**config.mk**
```make
export PLATFORM = sky130hd
export DESIGN_NAME = command_mode_diagnostics
export DESIGN_NICKNAME = d
export VERILOG_FILES = /design/src/include/cmd_diag_pkg.sv /design/src/hdl/command_mode_diagnostics.sv /design/src/hdl/sat_counter.sv
export SDC_FILE = /design/constraint.sdc
export NUM_CORES = 1
export LEC_CHECK = 0
export BUFFER_PORTS_ARGS = -buffer_cell sky130_fd_sc_hd__buf_2
export CAP_MARGIN = 30
export CORE_MARGIN = 2
export CORE_UTILIZATION = 30
export CTS_CLUSTER_DIAMETER = 80
export DETAILED_ROUTE_END_ITERATION = 10
export GPL_TIMING_DRIVEN = 1
export SLEW_MARGIN = 10
export SYNTH_ARGS = -nofsm -noshare
export SYNTH_HDL_FRONTEND = slang
export SYNTH_SLANG_ARGS = --single-unit
export TNS_END_PERCENT = 5
```
**constraint.sdc**
```tcl
create_clock -name clock_i -period 6 [get_ports clock_i]
set_input_delay 0.3 -clock clock_i [delete_from_list [all_inputs] [get_ports clock_i]]
set_output_delay 0.3 -clock clock_i [all_outputs]
set_load 0.03 [all_outputs]
```
**src/include/cmd_diag_pkg.sv**
```systemverilog
// Shared constants, command codes and carriers for the command-mode block.
// Assumes a 20 MHz module clock and a byte-wide serial front end on the same clock.
package cmd_diag_pkg;

  // Clock and time units
  localparam int unsigned CLOCK_HZ        = 20000000;
  localparam int unsigned MS_TICK_US      = 1000;                  // Guard time unit, us
  localparam int unsigned MS_TICK_CYCLES  = CLOCK_HZ / 1000000 * MS_TICK_US;
  localparam int unsigned TIMEOUT_UNIT_MS = 100;                   // Command timeout unit
  localparam int unsigned SCAN_UNIT_NS    = 15360000;              // 15.36 ms dwell base
  localparam int unsigned SCAN_UNIT_CYCLES = SCAN_UNIT_NS / (1000000000 / CLOCK_HZ);

  // Parameter widths
  localparam int unsigned WORD_W = 16;
  localparam int unsigned BYTE_W = 8;
  localparam int unsigned EXP_W  = 3;

  // Reset values and legal ranges
  localparam logic [15:0] TIMEOUT_RESET = 16'h0064;
  localparam logic [15:0] TIMEOUT_MIN   = 16'h0002;
  localparam logic [15:0] GUARD_RESET   = 16'h03e8;
  localparam logic [15:0] GUARD_MIN     = 16'h0002;
  localparam logic [15:0] GUARD_MAX     = 16'h0ce4;
  localparam logic [7:0]  ESC_RESET     = 8'h2b;
  localparam logic [2:0]  EXP_RESET     = 3'h0;
  localparam logic [2:0]  EXP_MAX       = 3'h6;
  localparam logic [15:0] COUNT_MAX     = 16'hffff;
  localparam logic [7:0]  CR_BYTE       = 8'h0d;
  localparam logic [1:0]  ESC_COUNT     = 2'h3;

  // Parameter and command codes of the command port
  typedef enum logic [3:0] {
    CMD_FIRMWARE_VERSION = 4'h0,
    CMD_HARDWARE_VERSION = 4'h1,
    CMD_RSSI_LEVEL       = 4'h2,
    CMD_CHANNEL_BUSY     = 4'h3,
    CMD_RETRY_EXHAUST    = 4'h4,
    CMD_COMMAND_TIMEOUT  = 4'h5,
    CMD_GUARD_TIME       = 4'h6,
    CMD_ESCAPE_CHAR      = 4'h7,
    CMD_SCAN_EXPONENT    = 4'h8,
    CMD_ENERGY_SCAN      = 4'h9,
    CMD_LEAVE            = 4'ha,
    CMD_APPLY            = 4'hb
  } cmd_code_e;

  // One parsed command from the host
  typedef struct packed {
    cmd_code_e         code;
    logic              write;
    logic [WORD_W-1:0] wdata;
  } cmd_req_s;

  // Answer to one command
  typedef struct packed {
    logic              err;
    logic [WORD_W-1:0] rdata;
  } cmd_rsp_s;

  // Parameter set that governs operation
  typedef struct packed {
    logic [WORD_W-1:0] timeout;
    logic [WORD_W-1:0] guard;
    logic [BYTE_W-1:0] esc;
    logic [EXP_W-1:0]  exponent;
  } param_set_s;

  localparam param_set_s PARAM_RESET = '{timeout: TIMEOUT_RESET, guard: GUARD_RESET,
                                         esc: ESC_RESET, exponent: EXP_RESET};

endpackage

```
**src/hdl/command_mode_diagnostics.sv**
```systemverilog
// Command-mode entry detector, command timeout and diagnostic parameters.
// Assumes the serial receiver, command parser and radio events share clock_i.
`timescale 1ns/100ps
module command_mode_diagnostics
  import cmd_diag_pkg::*;
#(
  parameter int unsigned    MS_CYCLES      = MS_TICK_CYCLES,
  parameter int unsigned    SCAN_CYCLES    = SCAN_UNIT_CYCLES,
  parameter int unsigned    CHANNELS       = 16,
  parameter logic [15:0]    FIRMWARE_VALUE = 16'h1234,   // Arbitrary value
  parameter logic [15:0]    HARDWARE_VALUE = 16'h5678    // Arbitrary value
) (
  input  wire logic         clock_i,
  input  wire logic         rst_b_i,
  // Received serial bytes
  input  wire logic         rx_valid_i,
  input  wire logic [7:0]   rx_byte_i,
  output logic              data_valid_o,
  output logic [7:0]        data_byte_o,
  output logic              command_mode_o,
  // Parsed commands and answers
  input  wire logic         cmd_valid_i,
  input  wire cmd_req_s     cmd_req_i,
  output logic              rsp_valid_o,
  output cmd_rsp_s          rsp_o,
  output logic              reinit_o,
  output param_set_s        params_o,
  // Radio events
  input  wire logic         cca_fail_i,
  input  wire logic         retry_exhaust_i,
  input  wire logic         rssi_update_i,
  input  wire logic [7:0]   rssi_i,
  // Energy scan
  input  wire logic [7:0]   energy_i,
  output logic [7:0]        scan_channel_o,
  output logic              scan_busy_o,
  output logic              tx_valid_o,
  output logic [7:0]        tx_byte_o,
  input  wire logic         tx_ready_i
);

  typedef enum logic [3:0] {
    M_DATA = 4'b0001,
    M_SEQ  = 4'b0010,
    M_POST = 4'b0100,
    M_CMD  = 4'b1000
  } mode_e;

  typedef enum logic [3:0] {
    S_IDLE  = 4'b0001,
    S_DWELL = 4'b0010,
    S_VALUE = 4'b0100,
    S_CR    = 4'b1000
  } scan_e;

  mode_e             mode_q;
  scan_e             scan_q;
  param_set_s        active_q;
  param_set_s        queued_q;
  logic [31:0]       silence_pre_q;
  logic [15:0]       silence_ms_q;
  logic [31:0]       idle_pre_q;
  logic [23:0]       idle_ms_q;
  logic [1:0]        esc_seen_q;
  logic [7:0]        rssi_q;
  logic              rsp_valid_q;
  cmd_rsp_s          rsp_q;
  logic              reinit_q;
  logic              data_valid_q;
  logic [7:0]        data_byte_q;
  logic [38:0]       dwell_q;
  logic [7:0]        channel_q;
  logic [7:0]        peak_q;
  logic [7:0]        tx_byte_q;
  logic [15:0]       busy_count;
  logic [15:0]       retry_count;
  logic              cmd_take;
  logic              is_esc;
  logic              guard_met;
  logic              timed_out;
  logic              leave_cmd;
  logic              apply_cmd;
  logic              busy_clr;
  logic              retry_clr;
  logic              scan_start;
  logic              bad_write;
  logic [38:0]       dwell_len;

  // Commands only count while in command mode
  assign cmd_take   = cmd_valid_i && (mode_q == M_CMD);
  assign is_esc     = rx_byte_i == active_q.esc;
  assign guard_met  = silence_ms_q >= active_q.guard;
  assign timed_out  = idle_ms_q >= (24'(active_q.timeout) * 24'(TIMEOUT_UNIT_MS));
  assign leave_cmd  = cmd_take && cmd_req_i.code == CMD_LEAVE;
  assign apply_cmd  = cmd_take && cmd_req_i.code == CMD_APPLY;
  assign busy_clr   = cmd_take && cmd_req_i.write && cmd_req_i.code == CMD_CHANNEL_BUSY
                      && cmd_req_i.wdata == '0;
  assign retry_clr  = cmd_take && cmd_req_i.write && cmd_req_i.code == CMD_RETRY_EXHAUST
                      && cmd_req_i.wdata == '0;
  assign scan_start = cmd_take && cmd_req_i.code == CMD_ENERGY_SCAN && scan_q == S_IDLE;
  assign dwell_len  = 39'(SCAN_CYCLES) << active_q.exponent;

  // Writes outside the legal range or to fixed values are refused
  always_comb begin
    bad_write = 1'b0;
    if (cmd_req_i.write) begin
      case (cmd_req_i.code)
        CMD_CHANNEL_BUSY,
        CMD_RETRY_EXHAUST:   bad_write = cmd_req_i.wdata != '0;
        CMD_COMMAND_TIMEOUT: bad_write = cmd_req_i.wdata < TIMEOUT_MIN;
        CMD_GUARD_TIME:      bad_write = cmd_req_i.wdata < GUARD_MIN
                                         || cmd_req_i.wdata > GUARD_MAX;
        CMD_ESCAPE_CHAR:     bad_write = cmd_req_i.wdata[15:8] != '0;
        CMD_SCAN_EXPONENT:   bad_write = cmd_req_i.wdata > 16'(EXP_MAX);
        CMD_ENERGY_SCAN,
        CMD_LEAVE,
        CMD_APPLY:           bad_write = 1'b0;
        default:             bad_write = 1'b1;
      endcase
    end
  end

  // Silence timer, restarted by every received byte
  always_ff @(posedge clock_i) begin
    if (!rst_b_i) begin
      silence_pre_q <= '0;
      silence_ms_q  <= '0;
    end else if (rx_valid_i) begin
      silence_pre_q <= '0;
      silence_ms_q  <= '0;
    end else if (silence_pre_q == MS_CYCLES - 1) begin
      silence_pre_q <= '0;
      if (silence_ms_q != COUNT_MAX) begin
        silence_ms_q <= silence_ms_q + 16'h0001;
      end
    end else begin
      silence_pre_q <= silence_pre_q + 32'h0000_0001;
    end
  end

  // Inactivity timer, restarted by entry and each valid command
  always_ff @(posedge clock_i) begin
    if (!rst_b_i) begin
      idle_pre_q <= '0;
      idle_ms_q  <= '0;
    end else if (mode_q != M_CMD || cmd_take) begin
      idle_pre_q <= '0;
      idle_ms_q  <= '0;
    end else if (idle_pre_q == MS_CYCLES - 1) begin
      idle_pre_q <= '0;
      if (!timed_out) begin
        idle_ms_q <= idle_ms_q + 24'h00_0001;
      end
    end else begin
      idle_pre_q <= idle_pre_q + 32'h0000_0001;
    end
  end

  // Entry sequence detector and command-mode state
  always_ff @(posedge clock_i) begin
    if (!rst_b_i) begin
      mode_q     <= M_DATA;
      esc_seen_q <= '0;
    end else begin
      case (mode_q)
        M_DATA: begin
          if (rx_valid_i && is_esc && guard_met) begin
            mode_q     <= M_SEQ;
            esc_seen_q <= 2'h1;
          end
        end
        M_SEQ: begin
          if (rx_valid_i && !is_esc) begin
            mode_q <= M_DATA;
          end else if (rx_valid_i) begin
            esc_seen_q <= esc_seen_q + 2'h1;
            if (esc_seen_q + 2'h1 == ESC_COUNT) begin
              mode_q <= M_POST;
            end
          end
        end
        M_POST: begin
          if (rx_valid_i) begin
            mode_q <= M_DATA;
          end else if (guard_met) begin
            mode_q <= M_CMD;
          end
        end
        M_CMD: begin
          if (leave_cmd || timed_out) begin
            mode_q <= M_DATA;
          end
        end
        default: mode_q <= M_DATA;
      endcase
    end
  end

  // Bytes outside command mode pass on as ordinary data
  always_ff @(posedge clock_i) begin
    if (!rst_b_i) begin
      data_valid_q <= 1'b0;
      data_byte_q  <= '0;
    end else begin
      data_valid_q <= rx_valid_i && mode_q != M_CMD;
      if (rx_valid_i) begin
        data_byte_q <= rx_byte_i;
      end
    end
  end

  // Queued parameter writes
  always_ff @(posedge clock_i) begin
    if (!rst_b_i) begin
      queued_q <= PARAM_RESET;
    end else if (cmd_take && cmd_req_i.write && !bad_write) begin
      case (cmd_req_i.code)
        CMD_COMMAND_TIMEOUT: queued_q.timeout  <= cmd_req_i.wdata;
        CMD_GUARD_TIME:      queued_q.guard    <= cmd_req_i.wdata;
        CMD_ESCAPE_CHAR:     queued_q.esc      <= cmd_req_i.wdata[7:0];
        CMD_SCAN_EXPONENT:   queued_q.exponent <= cmd_req_i.wdata[2:0];
        default:             queued_q <= queued_q;
      endcase
    end
  end

  // Active parameters change only on apply or leave command
  always_ff @(posedge clock_i) begin
    if (!rst_b_i) begin
      active_q <= PARAM_RESET;
      reinit_q <= 1'b0;
    end else begin
      reinit_q <= apply_cmd || leave_cmd;
      if (apply_cmd || leave_cmd) begin
        active_q <= queued_q;
      end
    end
  end

  // Signal level of last good packet
  always_ff @(posedge clock_i) begin
    if (!rst_b_i) begin
      rssi_q <= '0;
    end else if (rssi_update_i) begin
      rssi_q <= rssi_i;
    end
  end

  sat_counter #(
    .WIDTH   (WORD_W)
  ) u_busy_count (
    .clock_i (clock_i),
    .rst_b_i (rst_b_i),
    .inc_i   (cca_fail_i),
    .clr_i   (busy_clr),
    .count_o (busy_count)
  );

  sat_counter #(
    .WIDTH   (WORD_W)
  ) u_retry_count (
    .clock_i (clock_i),
    .rst_b_i (rst_b_i),
    .inc_i   (retry_exhaust_i),
    .clr_i   (retry_clr),
    .count_o (retry_count)
  );

  // Command answer, one cycle after the command
  always_ff @(posedge clock_i) begin
    if (!rst_b_i) begin
      rsp_valid_q <= 1'b0;
      rsp_q       <= '0;
    end else begin
      rsp_valid_q <= cmd_take;
      if (cmd_take) begin
        rsp_q.err <= bad_write || (cmd_req_i.code == CMD_ENERGY_SCAN && scan_q != S_IDLE);
        case (cmd_req_i.code)
          CMD_FIRMWARE_VERSION: rsp_q.rdata <= FIRMWARE_VALUE;
          CMD_HARDWARE_VERSION: rsp_q.rdata <= HARDWARE_VALUE;
          CMD_RSSI_LEVEL:       rsp_q.rdata <= {8'h00, rssi_q};
          CMD_CHANNEL_BUSY:     rsp_q.rdata <= busy_count;
          CMD_RETRY_EXHAUST:    rsp_q.rdata <= retry_count;
          CMD_COMMAND_TIMEOUT:  rsp_q.rdata <= queued_q.timeout;
          CMD_GUARD_TIME:       rsp_q.rdata <= queued_q.guard;
          CMD_ESCAPE_CHAR:      rsp_q.rdata <= {8'h00, queued_q.esc};
          CMD_SCAN_EXPONENT:    rsp_q.rdata <= {13'h0, queued_q.exponent};
          default:              rsp_q.rdata <= '0;
        endcase
      end
    end
  end

  // Energy scan over all channels
  always_ff @(posedge clock_i) begin
    if (!rst_b_i) begin
      scan_q    <= S_IDLE;
      dwell_q   <= '0;
      channel_q <= '0;
      peak_q    <= '0;
      tx_byte_q <= '0;
    end else begin
      case (scan_q)
        S_IDLE: begin
          if (scan_start) begin
            scan_q    <= S_DWELL;
            dwell_q   <= '0;
            channel_q <= '0;
            peak_q    <= 8'hff;
          end
        end
        S_DWELL: begin
          // peak energy is the smallest magnitude
          if (energy_i < peak_q) begin
            peak_q <= energy_i;
          end
          if (dwell_q == dwell_len - 39'h1) begin
            scan_q    <= S_VALUE;
            tx_byte_q <= (energy_i < peak_q) ? energy_i : peak_q;
          end else begin
            dwell_q <= dwell_q + 39'h1;
          end
        end
        S_VALUE: begin
          if (tx_ready_i) begin
            scan_q    <= S_CR;
            tx_byte_q <= CR_BYTE;
          end
        end
        S_CR: begin
          if (tx_ready_i) begin
            dwell_q <= '0;
            peak_q  <= 8'hff;
            if (channel_q == 8'(CHANNELS - 1)) begin
              scan_q <= S_IDLE;
            end else begin
              scan_q    <= S_DWELL;
              channel_q <= channel_q + 8'h01;
            end
          end
        end
        default: scan_q <= S_IDLE;
      endcase
    end
  end

  // Output drive
  assign data_valid_o   = data_valid_q;
  assign data_byte_o    = data_byte_q;
  assign command_mode_o = mode_q == M_CMD;
  assign rsp_valid_o    = rsp_valid_q;
  assign rsp_o          = rsp_q;
  assign reinit_o       = reinit_q;
  assign params_o       = active_q;
  assign scan_channel_o = channel_q;
  assign scan_busy_o    = scan_q != S_IDLE;
  assign tx_valid_o     = scan_q == S_VALUE || scan_q == S_CR;
  assign tx_byte_o      = tx_byte_q;

endmodule

```
**src/hdl/sat_counter.sv**
```systemverilog
// Saturating event counter with clear.
// Assumes increment and clear are single-cycle strobes on the same clock.
`timescale 1ns/100ps
module sat_counter
  import cmd_diag_pkg::*;
#(
  parameter int unsigned WIDTH = 16
) (
  input  wire logic             clock_i,
  input  wire logic             rst_b_i,
  input  wire logic             inc_i,
  input  wire logic             clr_i,
  output logic [WIDTH-1:0]      count_o
);

  logic [WIDTH-1:0] count_q;

  // Count up, stick at all ones, an event in the clear cycle survives
  always_ff @(posedge clock_i) begin
    if (!rst_b_i) begin
      count_q <= '0;
    end else if (clr_i) begin
      count_q <= inc_i ? WIDTH'(1) : '0;
    end else if (inc_i && (count_q != {WIDTH{1'b1}})) begin
      count_q <= count_q + WIDTH'(1);
    end
  end

  assign count_o = count_q;

endmodule

```
### Word level (Yosys, flattened, before mapping)

Cells that the tools add are included.

| storage, ports and cells | value |
|---|---|
| flip-flop bits (word level) | 331 |
| bits of input ports | 53 |
| output and inout port bits | 90 |
| logic and storage cells | 188 |

| cells by class | value |
|---|---|
| add/subtract/negate cells | 10 |
| $mul | 1 |
| $lt $le $gt $ge | 6 |
| eq/ne operators | 43 |
| shift operators | 1 |
| mux-type cells | 42 |
| bitwise gates (word level) | 2 |
| reduce and logical (&&, ||, !) cells | 55 |

Operators with widths:

| cell | count |
|---|---|
| $pmux W16 S9 | 1 |
| $mux W39 | 3 |
| $pmux W39 S3 | 1 |
| $add A32 B1 Y32 const B | 2 |
| $eq A32 B15 Y1 const B | 2 |
| $mux W16 | 4 |
| $mux W8 | 8 |
| $add A16 B1 Y16 const B | 3 |
| $ne A16 B16 Y1 const B | 3 |
| $mux W4 | 11 |
| $add A39 B1 Y39 const B | 1 |
| $eq A39 B39 Y1 | 1 |
| $shl A19 B3 Y39 const A | 1 |
| $sub A39 B1 Y39 const B | 1 |
| $pmux W4 S4 | 2 |
| $pmux W8 S2 | 2 |
| $add A24 B1 Y24 const B | 1 |
| $eq A4 B3 Y1 const B | 6 |
| $eq A4 B4 Y1 const B | 6 |
| $ge A24 B23 Y1 | 1 |
| $pmux W8 S3 | 1 |
| $mul A16 B5 Y21 const B | 1 |
| $logic_and A1 B1 Y1 | 18 |
| $ne A2 B2 Y1 const B | 9 |
| 35 further kinds | 71 |

### Longest topological paths before layout

Gate-level depths: netlist of the first run.

| depth | value |
|---|---|
| depth after elaboration | 7 |
| depth in mapped cells | 23 |

### Cells and area by module

A second synthesis of the first run with hierarchy kept.

| second synthesis, totals | value |
|---|---|
| cells, all modules | 2201 |
| area total of the unflattened synthesis | 18133.6 µm² |

By module, submodules not included:

| module | instances | cells an instance | area each (µm²) |
|---|---|---|---|
| command_mode_diagnostics | 1 | 2005 | 16462.0 |
| sat_counter | 2 | 98 | 835.8 |

### Least setup slack after synthesis of the first run

Ideal clock, no wire load.

| timing | value |
|---|---|
| kind | register to register |
| start | register active_q, in the netlist params_o[30] |
| end | register idle_ms_q[10] |
| setup time | 0.061 ns |
| data arrival time | 5.085 ns |
| slack | 0.854 ns |
| cell stages (with the launch flop) | 20 |
| buffers on the path | 0 |
| period minus slack after synthesis | 5.146 ns |
| path through | dfxtp_1 > ha_1 > ha_1 > fa_1 > ha_1 > nor2b_1 > o31a_1 > o211ai_1 > a31oi_1 > a21oi_1 > o21ai_0 > a41o_1 > a2111oi_0 > ha_1 > o21ai_0 > a22o_1 > o211a_1 > nand2_1 > or4_1 > nand2_1 |

| on the way | value |
|---|---|
| word-level cells in the longest chain between the ends | 4 |

RTL lines:

| what | RTL line | source |
|---|---|---|
| start: declaration | command_mode_diagnostics.sv:58 | `param_set_s active_q;` |
| start signal: assignment | command_mode_diagnostics.sv:235 | `active_q <= queued_q;` |
| $mul A16 B5 Y21 | command_mode_diagnostics.sv:93 | `assign timed_out = idle_ms_q >= (24'(active_q.timeout) * 24'(TIMEOUT_UNIT_MS));` |
| $ge A24 B23 Y1 | command_mode_diagnostics.sv:93 |  |
| $not A1 Y1 (no source line) | - |  |
| $reduce_and A2 Y1 (no source line) | - |  |
| end signal: assignment | command_mode_diagnostics.sv:152 | `idle_ms_q <= idle_ms_q + 24'h00_0001;` |
| end: declaration | command_mode_diagnostics.sv:63 | `logic [23:0] idle_ms_q;` |

No other way between the ends.
A chain may end at the register's enable or synchronous reset.

### Worst setup path after layout of the first run

| timing | value |
|---|---|
| start | register active_q, in the netlist params_o[32] |
| end | register idle_ms_q[6] |

The elaborated chain is that of the path after synthesis.

==> results of run 1 <==
-- power groups by stage --
stage / logic [W] / clock network (W) / registers, W
after detailed placement: 0.000188 / 0 / 0.00227
after CTS: 0.000198 / 0.00267 / 0.00223
final: 0.000199 / 0.00260 / 0.00223
after floorplan: 0.000112 / 0 / 0.00228
after global placement: 0.000185 / 0 / 0.00227
after global routing: 0.000219 / 0.00275 / 0.00223
-- final cells by class --
cell class | instances | area (um2)
Tap cell | 773 | 967
Timing Repair Buffer | 174 | 1040
Sequential cell | 331 | 6630
Clock buffer | 58 | 1180
Clock inverter | 16 | 251
Multi-Input combinational cell | 1643 | 10600
Fill cell | 6043 | 38100
Inverter | 114 | 429
-- state kept, by name, summed over array words and instances, names as in the netlist, 16 cells and up --
name / flops
idle_pre_q: 32
silence_pre_q: 32
queued_q: 43
idle_ms_q: 24
params_o: 43
dwell_q: 39
u_retry_count.count_o: 16
rsp_o: 17
u_busy_count.count_o: 16
silence_ms_q: 16
-- layer usage --
layer,vias up,track usage (%)
met5,-,0
met4,0,6.20
met3,84,3.35
met2,421,27.2
met1,7780,21.6
li1,7992,-
-- per-stage QoR --
stage          util [%]  cell area [um2]  hold WS, ps  total power (W)
5_1_grt            35.6            21100         38.6          0.00519
3_5_place_dp       32.8            19400          463          0.00246
4_1_cts            35.6            21000         1.28          0.00510
2_1_floorplan         -            18000          424          0.00239
3_3_place_gp       32.8            19400          441          0.00246
6_report           35.6            21100         22.8          0.00503
-- critical path, stage by stage, from the launching register on --
cell and delay, ps:
dfxtp_1 440, ha_1 280, ha_1 270, inv_1 50, fa_1 490, inv_1 40
ha_1 330, o21a_1 150, o31a_1 220, o211ai_1 150, a31oi_1 320, a41oi_1 180
nor4b_1 170, a41o_1 200, a2111oi_0 420, ha_1 320, o21ai_0 90, a22o_1 280
o211a_1 290, nand2_1 220, or4_1 520, nand2_1 80
-- worst max path at each step --
stage / from / to / slack, ps / depth (start not counted)
2_1_floorplan: params_o[30] / idle_ms_q[10] / 850 / 19
3_3_place_gp: params_o[30] / idle_ms_q[17] / 530 / 19
3_5_place_dp: params_o[30] / idle_ms_q[17] / 350 / 19
4_1_cts: params_o[32] / idle_ms_q[17] / 360 / 21
5_1_grt: params_o[32] / idle_ms_q[4] / 10 / 21
6_report: params_o[32] / idle_ms_q[6] / 400 / 21
-- cell families after synthesis --
kind of cell	Yosys count	synth area share, %
and+or+nand+nor	912	25.1
AOI/OAI and AO/OA	418	14.8
DFF	331	36.8
buffers and inverters	210	4.64
xor gates and xnor gates	140	6.81
adders and majority gates	122	8.94
muxes	51	2.84
-- timing repair --
action,CTS,global route
hold buffers,19,0
endpoints found under the hold margin,20,0
gates resized for setup,0,1
endpoints found under the setup margin,0,4
-- cells in the mapped netlist (all sizes together) (14+ instances only) --
| library cell | number |
|---|---|
| nand2b | 24 |
| clkbuf | 74 |
| dfxtp | 331 |
| and3 | 52 |
| nor2 | 221 |
| a31oi | 20 |
| xnor2 | 65 |
| mux2i | 51 |
| or4 | 16 |
| o21ai | 87 |
| nand4 | 43 |
| o31ai | 14 |
| buf | 22 |
| or3 | 33 |
| a22oi | 21 |
| ha | 111 |
| nand2 | 260 |
| a21oi | 148 |
| xor2 | 75 |
| inv | 114 |
| nand3 | 106 |
| nor3 | 36 |
| nor4 | 31 |
| nor2b | 18 |
| o211ai | 17 |
==> results.cfg, run 1 <==
[critical_path]
crit_required_ps = 6500
worstSetupStartpointType = register
r2r_slack_ps = 400
crit_fanout = 9
critical_path_arrival_ps = 6110
r2r_end = idle_ms_q[6]
r2r_start = params_o[32]
reg2reg_depth = 21
cp-end-kind = register
crit_type = register to register

[timing]
period_needed_ps = 5600
finClkSkew_ps = 36.9
tightest_slew_ps = 985
maxSlewViolCount = 0
slew-limit-headroom_pct = 34.0
setup_viol = 0
fin_setup_tns_ps = 0
min_period_over_period_pct = 93.4
hold_viol_final = 0
rsz0062_at_grt = false
fmax_mhz = 178
setup_slack_ps = 396

[floorplanning]
dieArea_um2 = 62000
rows = 89
start_util_pct = 30.4
core-area_um2 = 59100
io_pins = 143
die_h_um = 249
dieWidth_um = 249

[pwr]
power_frac_clock_pct = 51.7
p_switching_w = 0.00118
p_leak_nw = 8.20
p_seq_share_pct = 44.3
switching_share_pct = 23.5
comb_power_share_pct = 3.9
p_int_w = 0.00384
ir_worst_vdd_mv = 0.178
powerDensity_nw_per_um2 = 239

[drt]
wl_met2_mm = 23.8
routed_wl_mm = 52.5
post_drt_wl_per_cell_um = 16.9
wl_met1_mm = 23.9
highest_layer = met4
num_vias = 16300
viasPerCell = 5.24
route.met3.wl_mm = 3.22
final_antenna_net_count = 0
firstDrtPassIters = 8
drt_iter0_markers = 993
drc = 1

[yosys]
avgSynthCellArea_um2 = 8.24
synth-async-reset-ratio_pct = 0
synth-edff-count = 0
yosys.cell_types.count = 80
synth_ff_type = dfxtp_1
synth_area_um2 = 18000
netlist_top_cells_area = dfxtp_1 37%, ha_1 7.7%, nand2_1 5.4%, nor2_1 4.6%, a21oi_1 4.1%
synthesis.nets = 2359
yosys.area.top_type = dfxtp_1
ys_warn_count = 0
ys_seq_elements = 331
synth.yosys.seq_area_share_pct = 36.8
netlist.area_leader.share_pct = 36.8
synthCells = 2184

[outcome]
status = finished, violations left
violations = design-rule violations

[layout]
area_growth_syn_to_layout_pct = 17.0
n_antenna_cell = 0
nNetsFinal = 2480
final_cells = 3109
post_route_cells_drive_above_1_share_pct = 10.9
layout_commonest_cell = dfxtp_1
most-common-layout-cells = 331 x dfxtp_1, 260 x nand2_1, 221 x nor2_1

[clocking]
cts_made_buffers = 41
clkSinkCount = 331
root_buffer = clkbuf_16
clock_latency_ps = 590
cts_max_path_buffers = 3
cts_setup_buffers = 0
cts_tree = done
htreeDepth = 2
clkTransAtPathRegs_ps = 60

[min_path]
hold_class = input port to register
min_to = data_byte_o[2]
min-delay-start = rx_byte_i[2]
holdPathStages = 3

[global_route]
grt_max_degree = 63
grt_pass1_wl_mm = 84.4
grt_util_all_layers_pct = 16.6
antenna_found_initial = 1
grt_pass1_vias = 15600
grt_overflow = 0

[placed_design]
dpl.hpwl_mm = 38.9
placed_cells = 3015
gp_congestion = 0.893
pre_cts_slack_ps = 350
io_buffers = 142

[flow_run]
max_cap_viol_count = 0
Note: power is estimated with default switching activity, not from simulation.
==> inputs of run 2 (changes only) <==
BUFFER_PORTS_ARGS = -buffer_cell sky130_fd_sc_hd__clkbuf_2   (was -buffer_cell sky130_fd_sc_hd__buf_2)
==> run 2 against run 1 <==
Effect of this change:
- sequential power barely moved
- highest routed layer is now met5
- the flow still finishes with violations (design-rule violations)
- hold slack about the same
- cell area fell by 0.21%
- core utilization fell by 0.074 points
- clock power about the same
- critical path depth decreased by 2
- maximum frequency fell by 0.90%
- register-to-register slack worse by 50 ps
- combinational power hardly changed
==> results.cfg, run 2 (synthesized netlist as in run 1, its figures left out) <==
[critical_path]
crit_fanout = 9
crit_start = params_o[30]
worstSetupStartpointType = register
cp-end-kind = register
crit_required_ps = 6510
crit_chain = ha_1, ha_1, fa_1, ha_1, nor2b_1, o31a_1, o211ai_1, a31oi_1, a21oi_1, o21ai_0, a41o_1, a2111oi_0, ha_1, o21ai_0, a22o_1, o211a_1, nand2_1, or4_1, nand2_1
path_common_cell = ha_1
critical_path_arrival_ps = 6160
cp.depth = 19
slowest_stage = or4_1
r2r_start = params_o[30]
cpPeakStageDelay_ps = 520
crit_type = register to register
reg2reg_depth = 19
worst-path-buf-inv = 0
cp_top_family = compound AO/OA/AOI/OAI gates

[floorplanning]
start_util_pct = 30.4
rows = 89
dieArea_um2 = 62000
core-area_um2 = 59100
io_pins = 143
dieWidth_um = 249
die_h_um = 249

[global_route]
grt_pass1_wl_mm = 84.7
grt_max_degree = 63
grt_overflow = 0
grt_pass1_vias = 15700
antenna_found_initial = 2
grt_util_all_layers_pct = 16.7

[timing]
fmax_mhz = 177
tightest_slew_ps = 943
hold_viol_final = 0
rsz0062_at_grt = false
finClkSkew_ps = 40.1
maxSlewViolCount = 0
period_needed_ps = 5650
setup_viol = 0
slew-limit-headroom_pct = 37.1
min_period_over_period_pct = 94.2
fin_setup_tns_ps = 0

[min_path]
holdPathStages = 3
min-delay-start = rssi_i[6]
hold_class = input port to register

[pwr]
p_seq_share_pct = 44.6
comb_power_share_pct = 4.0
ir_worst_vdd_mv = 0.177
powerDensity_nw_per_um2 = 237
p_leak_nw = 8.16
power_frac_clock_pct = 51.4
switching_share_pct = 24.0
p_switching_w = 0.00120
p_int_w = 0.00379

[outcome]
status = finished, violations left
violations = design-rule violations

[drt]
post_drt_wl_per_cell_um = 16.9
num_vias = 16200
drc = 1
viasPerCell = 5.21
firstDrtPassIters = 9
final_antenna_net_count = 0
routed_wl_mm = 52.4
drt_iter0_markers = 1096

[clocking]
htreeDepth = 2
clkSinkCount = 331
cts_max_path_buffers = 3
cts_tree = done
clock_latency_ps = 590
cts_made_buffers = 40
clkTransAtPathRegs_ps = 60
root_buffer = clkbuf_16

[placed_design]
dpl.hpwl_mm = 38.9
gp_congestion = 0.895
io_buffers = 142
placed_area_um2 = 19400

[flow_run]
max_cap_viol_count = 0

[layout]
layout_commonest_cell = dfxtp_1
utilization_pct = 35.6
post_route_cells_drive_above_1_share_pct = 11.2
nNetsFinal = 2478
n_antenna_cell = 0
area_growth_syn_to_layout_pct = 16.8
most-common-layout-cells = 331 x dfxtp_1, 260 x nand2_1, 221 x nor2_1
fin_area_um2 = 21000
## run 2: cell count changes in the layout (fill, tap and decap cells not counted)
cell,before,now
clkbuf_1,8,2
clkinvlp_4,1,2
clkbuf_2,0,141
clkinv_2,4,13
clkbuf_8,9,6
buf_2,141,0
clkinv_4,0,1
buf_4,12,13
dlygate4sd3_1,19,17
inv_6,4,2
inv_8,1,0
## run 2: through the flow
stage	power, W	setup WS [ps]	hold slack, ps	instances
after detailed placement	0.00246	218	456	3014
after global placement	0.00246	530	442	3014
after global routing	0.00516	6.89	19.9	3107
after floorplan	0.00239	854	424	2184
final	0.00499	346	22.4	3107
after CTS	0.00505	204	0.0375	3104
## run 2: cell type report
class | count | area, um2
clock buffers | 49 | 1120
clock inverters | 24 | 284
fillers | 6060 | 38100
inverters | 114 | 429
multi-input cells | 1643 | 10600
flip-flops and latches | 331 | 6630
well taps | 773 | 967
repair buffers | 173 | 1030
## run 2: path summary, 6_finish.rpt
kind | endpoint | slack, ps
worst min register to register | silence_pre_q[0] | 470
worst max-delay path | idle_ms_q[8] | 350
worst min-delay path | rssi_q[6] | 20
worst max register to register | idle_ms_q[8] | 350
## run 2: power by group through the flow
| stage | Combinational, W | Sequential, W | Clock (W) |
|---|---|---|---|
| after floorplan | 0.000112 | 0.00228 | 0 |
| after global placement | 0.000184 | 0.00227 | 0 |
| after detailed placement | 0.000188 | 0.00227 | 0 |
| after CTS | 0.000198 | 0.00223 | 0.00263 |
| after global routing | 0.000217 | 0.00223 | 0.00272 |
| final | 0.000198 | 0.00223 | 0.00257 |
## run 2: worst register-to-register path, cell delays in order, from the launching register on
cell and delay (ps):
dfxtp_1 420, ha_1 270, ha_1 320, fa_1 460, ha_1 350, nor2b_1 160
o31a_1 290, o211ai_1 260, a31oi_1 200, a21oi_1 180, o21ai_0 130, a41o_1 260
a2111oi_0 460, ha_1 340, o21ai_0 110, a22o_1 280, o211a_1 290, nand2_1 220
or4_1 520, nand2_1 80
## run 2: metal layers
metal  track usage [%]  part of all wire [%]  up-vias
li1                  -                     -     7987
met1              21.6                    45     7672
met2              27.9                    46      436
met3              3.31                   5.8       95
met4              5.30                   3.0        2
met5                 0                 0.025        -
## run 2: timing repair
action,4_1_cts,5_1_grt
resized for setup,0,1
hold buffers,17,0
buffers inserted,0,0
setup endpoints to repair,0,9
hold endpoints to repair,18,0
==> inputs of run 3 (changes only) <==
RECOVER_POWER = 100   (was not set)
==> run 3 against run 2 <==
Effect of this change:
- final cell count is the same
- global-route usage did not move
- clock power about the same
- core utilization shrank 0.33 points
- largest power group unchanged
- power down 0.13%
- critical path type unchanged
- die area did not move
- the flow finishes with violations (design-rule violations, max-capacitance violations, max-slew violations)
- sequential power is essentially flat
- register-to-register slack improved by 20 ps
==> results.cfg, run 3 (synthesized netlist as in run 1, its figures left out) <==
[placed_design]
io_buffers = 142
placed_area_um2 = 19400
gp_congestion = 0.895
dpl.hpwl_mm = 38.9

[clocking]
cts_setup_buffers = 0
cts_max_path_buffers = 3
clkSinkCount = 331
cts_made_buffers = 40
cts_tree = done
clock_latency_ps = 590
root_buffer = clkbuf_16
clkTransAtPathRegs_ps = 50
htreeDepth = 2

[timing]
period_needed_ps = 5630
min_period_over_period_pct = 93.8
finClkSkew_ps = 41.6
fin_setup_tns_ps = 0
tightest_slew_ps = 3030
hold_viol_final = 0
setup_viol = 0
fmax_mhz = 178
rsz0062_at_grt = false
slew-limit-headroom_pct = -102
maxSlewViolCount = 196

[critical_path]
crit_chain = ha_1, ha_1, fa_1, ha_1, nor2b_1, o31a_1, o211ai_1, a31oi_1, a21oi_1, o21ai_0, a41o_1, a2111oi_0, ha_1, o21ai_0, a22o_1, o211a_1, nand2_1, or4_1, nand2_1
worstSetupStartpointType = register
cp-end-kind = register
reg2reg_depth = 19
crit_required_ps = 6510
critical_path_arrival_ps = 6140
crit_start = params_o[30]
r2r_slack_ps = 370
r2r_start = params_o[30]
slowest_stage = or4_1
crit_fanout = 9
path_common_cell = ha_1
r2r_end = idle_ms_q[8]
crit_type = register to register
cp-endpoint = idle_ms_q[8]
cpPeakStageDelay_ps = 520

[outcome]
status = finished, violations left
violations = design-rule violations, max-capacitance violations, max-slew violations

[drt]
routed_wl_mm = 52.3
num_vias = 16100
final_antenna_net_count = 0
drt_iter0_markers = 1122
post_drt_wl_per_cell_um = 16.8
viasPerCell = 5.19
firstDrtPassIters = 9
drc = 1

[global_route]
grt_util_all_layers_pct = 16.7
antenna_found_initial = 2
grtUsageMet3_pct = 3.31
grt_util_met1_pct = 21.6
grt.busiest_layer = met2
grt_max_degree = 63
grt_pass1_vias = 15700
grt_pass1_wl_mm = 84.7
gr-usage-met2_pct = 27.9
grt_overflow = 0

[layout]
most-common-layout-cells = 331 x dfxtp_1, 260 x nand2_1, 221 x nor2_1
n_antenna_cell = 0
nNetsFinal = 2478
post_route_cells_drive_above_1_share_pct = 6.90
area_growth_syn_to_layout_pct = 15.7
layout_commonest_cell = dfxtp_1
fin_area_um2 = 20800
fillers = 6119
utilization_pct = 35.2

[pwr]
ir_worst_vdd_mv = 0.190
p_leak_nw = 7.83
powerDensity_nw_per_um2 = 239
total_power_w = 0.00498

[floorplanning]
dieWidth_um = 249
rows = 89
die_h_um = 249
start_util_pct = 30.4
core-area_um2 = 59100
io_pins = 143
dieArea_um2 = 62000

[flow_run]
max_cap_viol_count = 5

[min_path]
hold_class = input port to register
-- run 3: worst min-delay path by stage --
stage                                 from                 endpoint  slack, ps  cells past startpoint
after floorplan               cmd_req_i[2]             queued_q[29]        420                      2
after detailed placement  silence_pre_q[0]         silence_pre_q[0]        460                      1
after global placement    silence_pre_q[0]         silence_pre_q[0]        440                      1
after global routing         cmd_req_i[16]                rsp_o[16]         20                      3
final                            rssi_i[6]                rssi_q[6]         20                      3
after CTS                       cca_fail_i  u_busy_count.count_o[0]       0.04                      3
-- run 3: what timing repair did --
item,4_1_cts,5_1_grt
hold buffers,17,0
setup endpoints to repair,0,9
gates resized for setup,0,1
hold endpoints to repair,18,0
-- run 3: critical path, delay by kind of cell (launching register included) --
kind,cells,cell delay (ps)
AOI/OAI and AO/OA,10,2440
adders and majority gates,5,1740
DFF,1,420
and+or+nand+nor,4,980
-- run 3: routing by layer --
layer,vias to the layer above,routed length [um]
li1,7992,-
met1,7635,23600
met2,388,24100
met3,95,3030
met4,2,1540
met5,-,13
-- run 3: area by class of cell --
cell class / count / area [um2] / share of cell area, %
multi-input combinational: 1643 / 10500 / 50.6
sequential: 331 / 6630 / 31.8
clock buffer: 49 / 1120 / 5.36
tap: 773 / 967 / 4.64
timing repair buffer: 173 / 873 / 4.19
inverter: 114 / 429 / 2.06
clock inverter: 24 / 284 / 1.36
-- run 3: per-stage QoR --
| stage | cells | hold slack [ps] | worst slack (ps) |
|---|---|---|---|
| floorplan | 2184 | 424 | 854 |
| global placement | 3014 | 442 | 530 |
| detailed placement | 3014 | 456 | 218 |
| CTS | 3104 | 0.0375 | 204 |
| global route | 3107 | 20.4 | 5.80 |
| finish | 3107 | 20.6 | 370 |
-- run 3: report_power, final --
group / switching (W) / total (W) / internal [W]
Combinational: 0.000128 / 0.000196 / 0.0000676
Sequential: 0.0000136 / 0.00222 / 0.00221
Clock: 0.00105 / 0.00256 / 0.00151
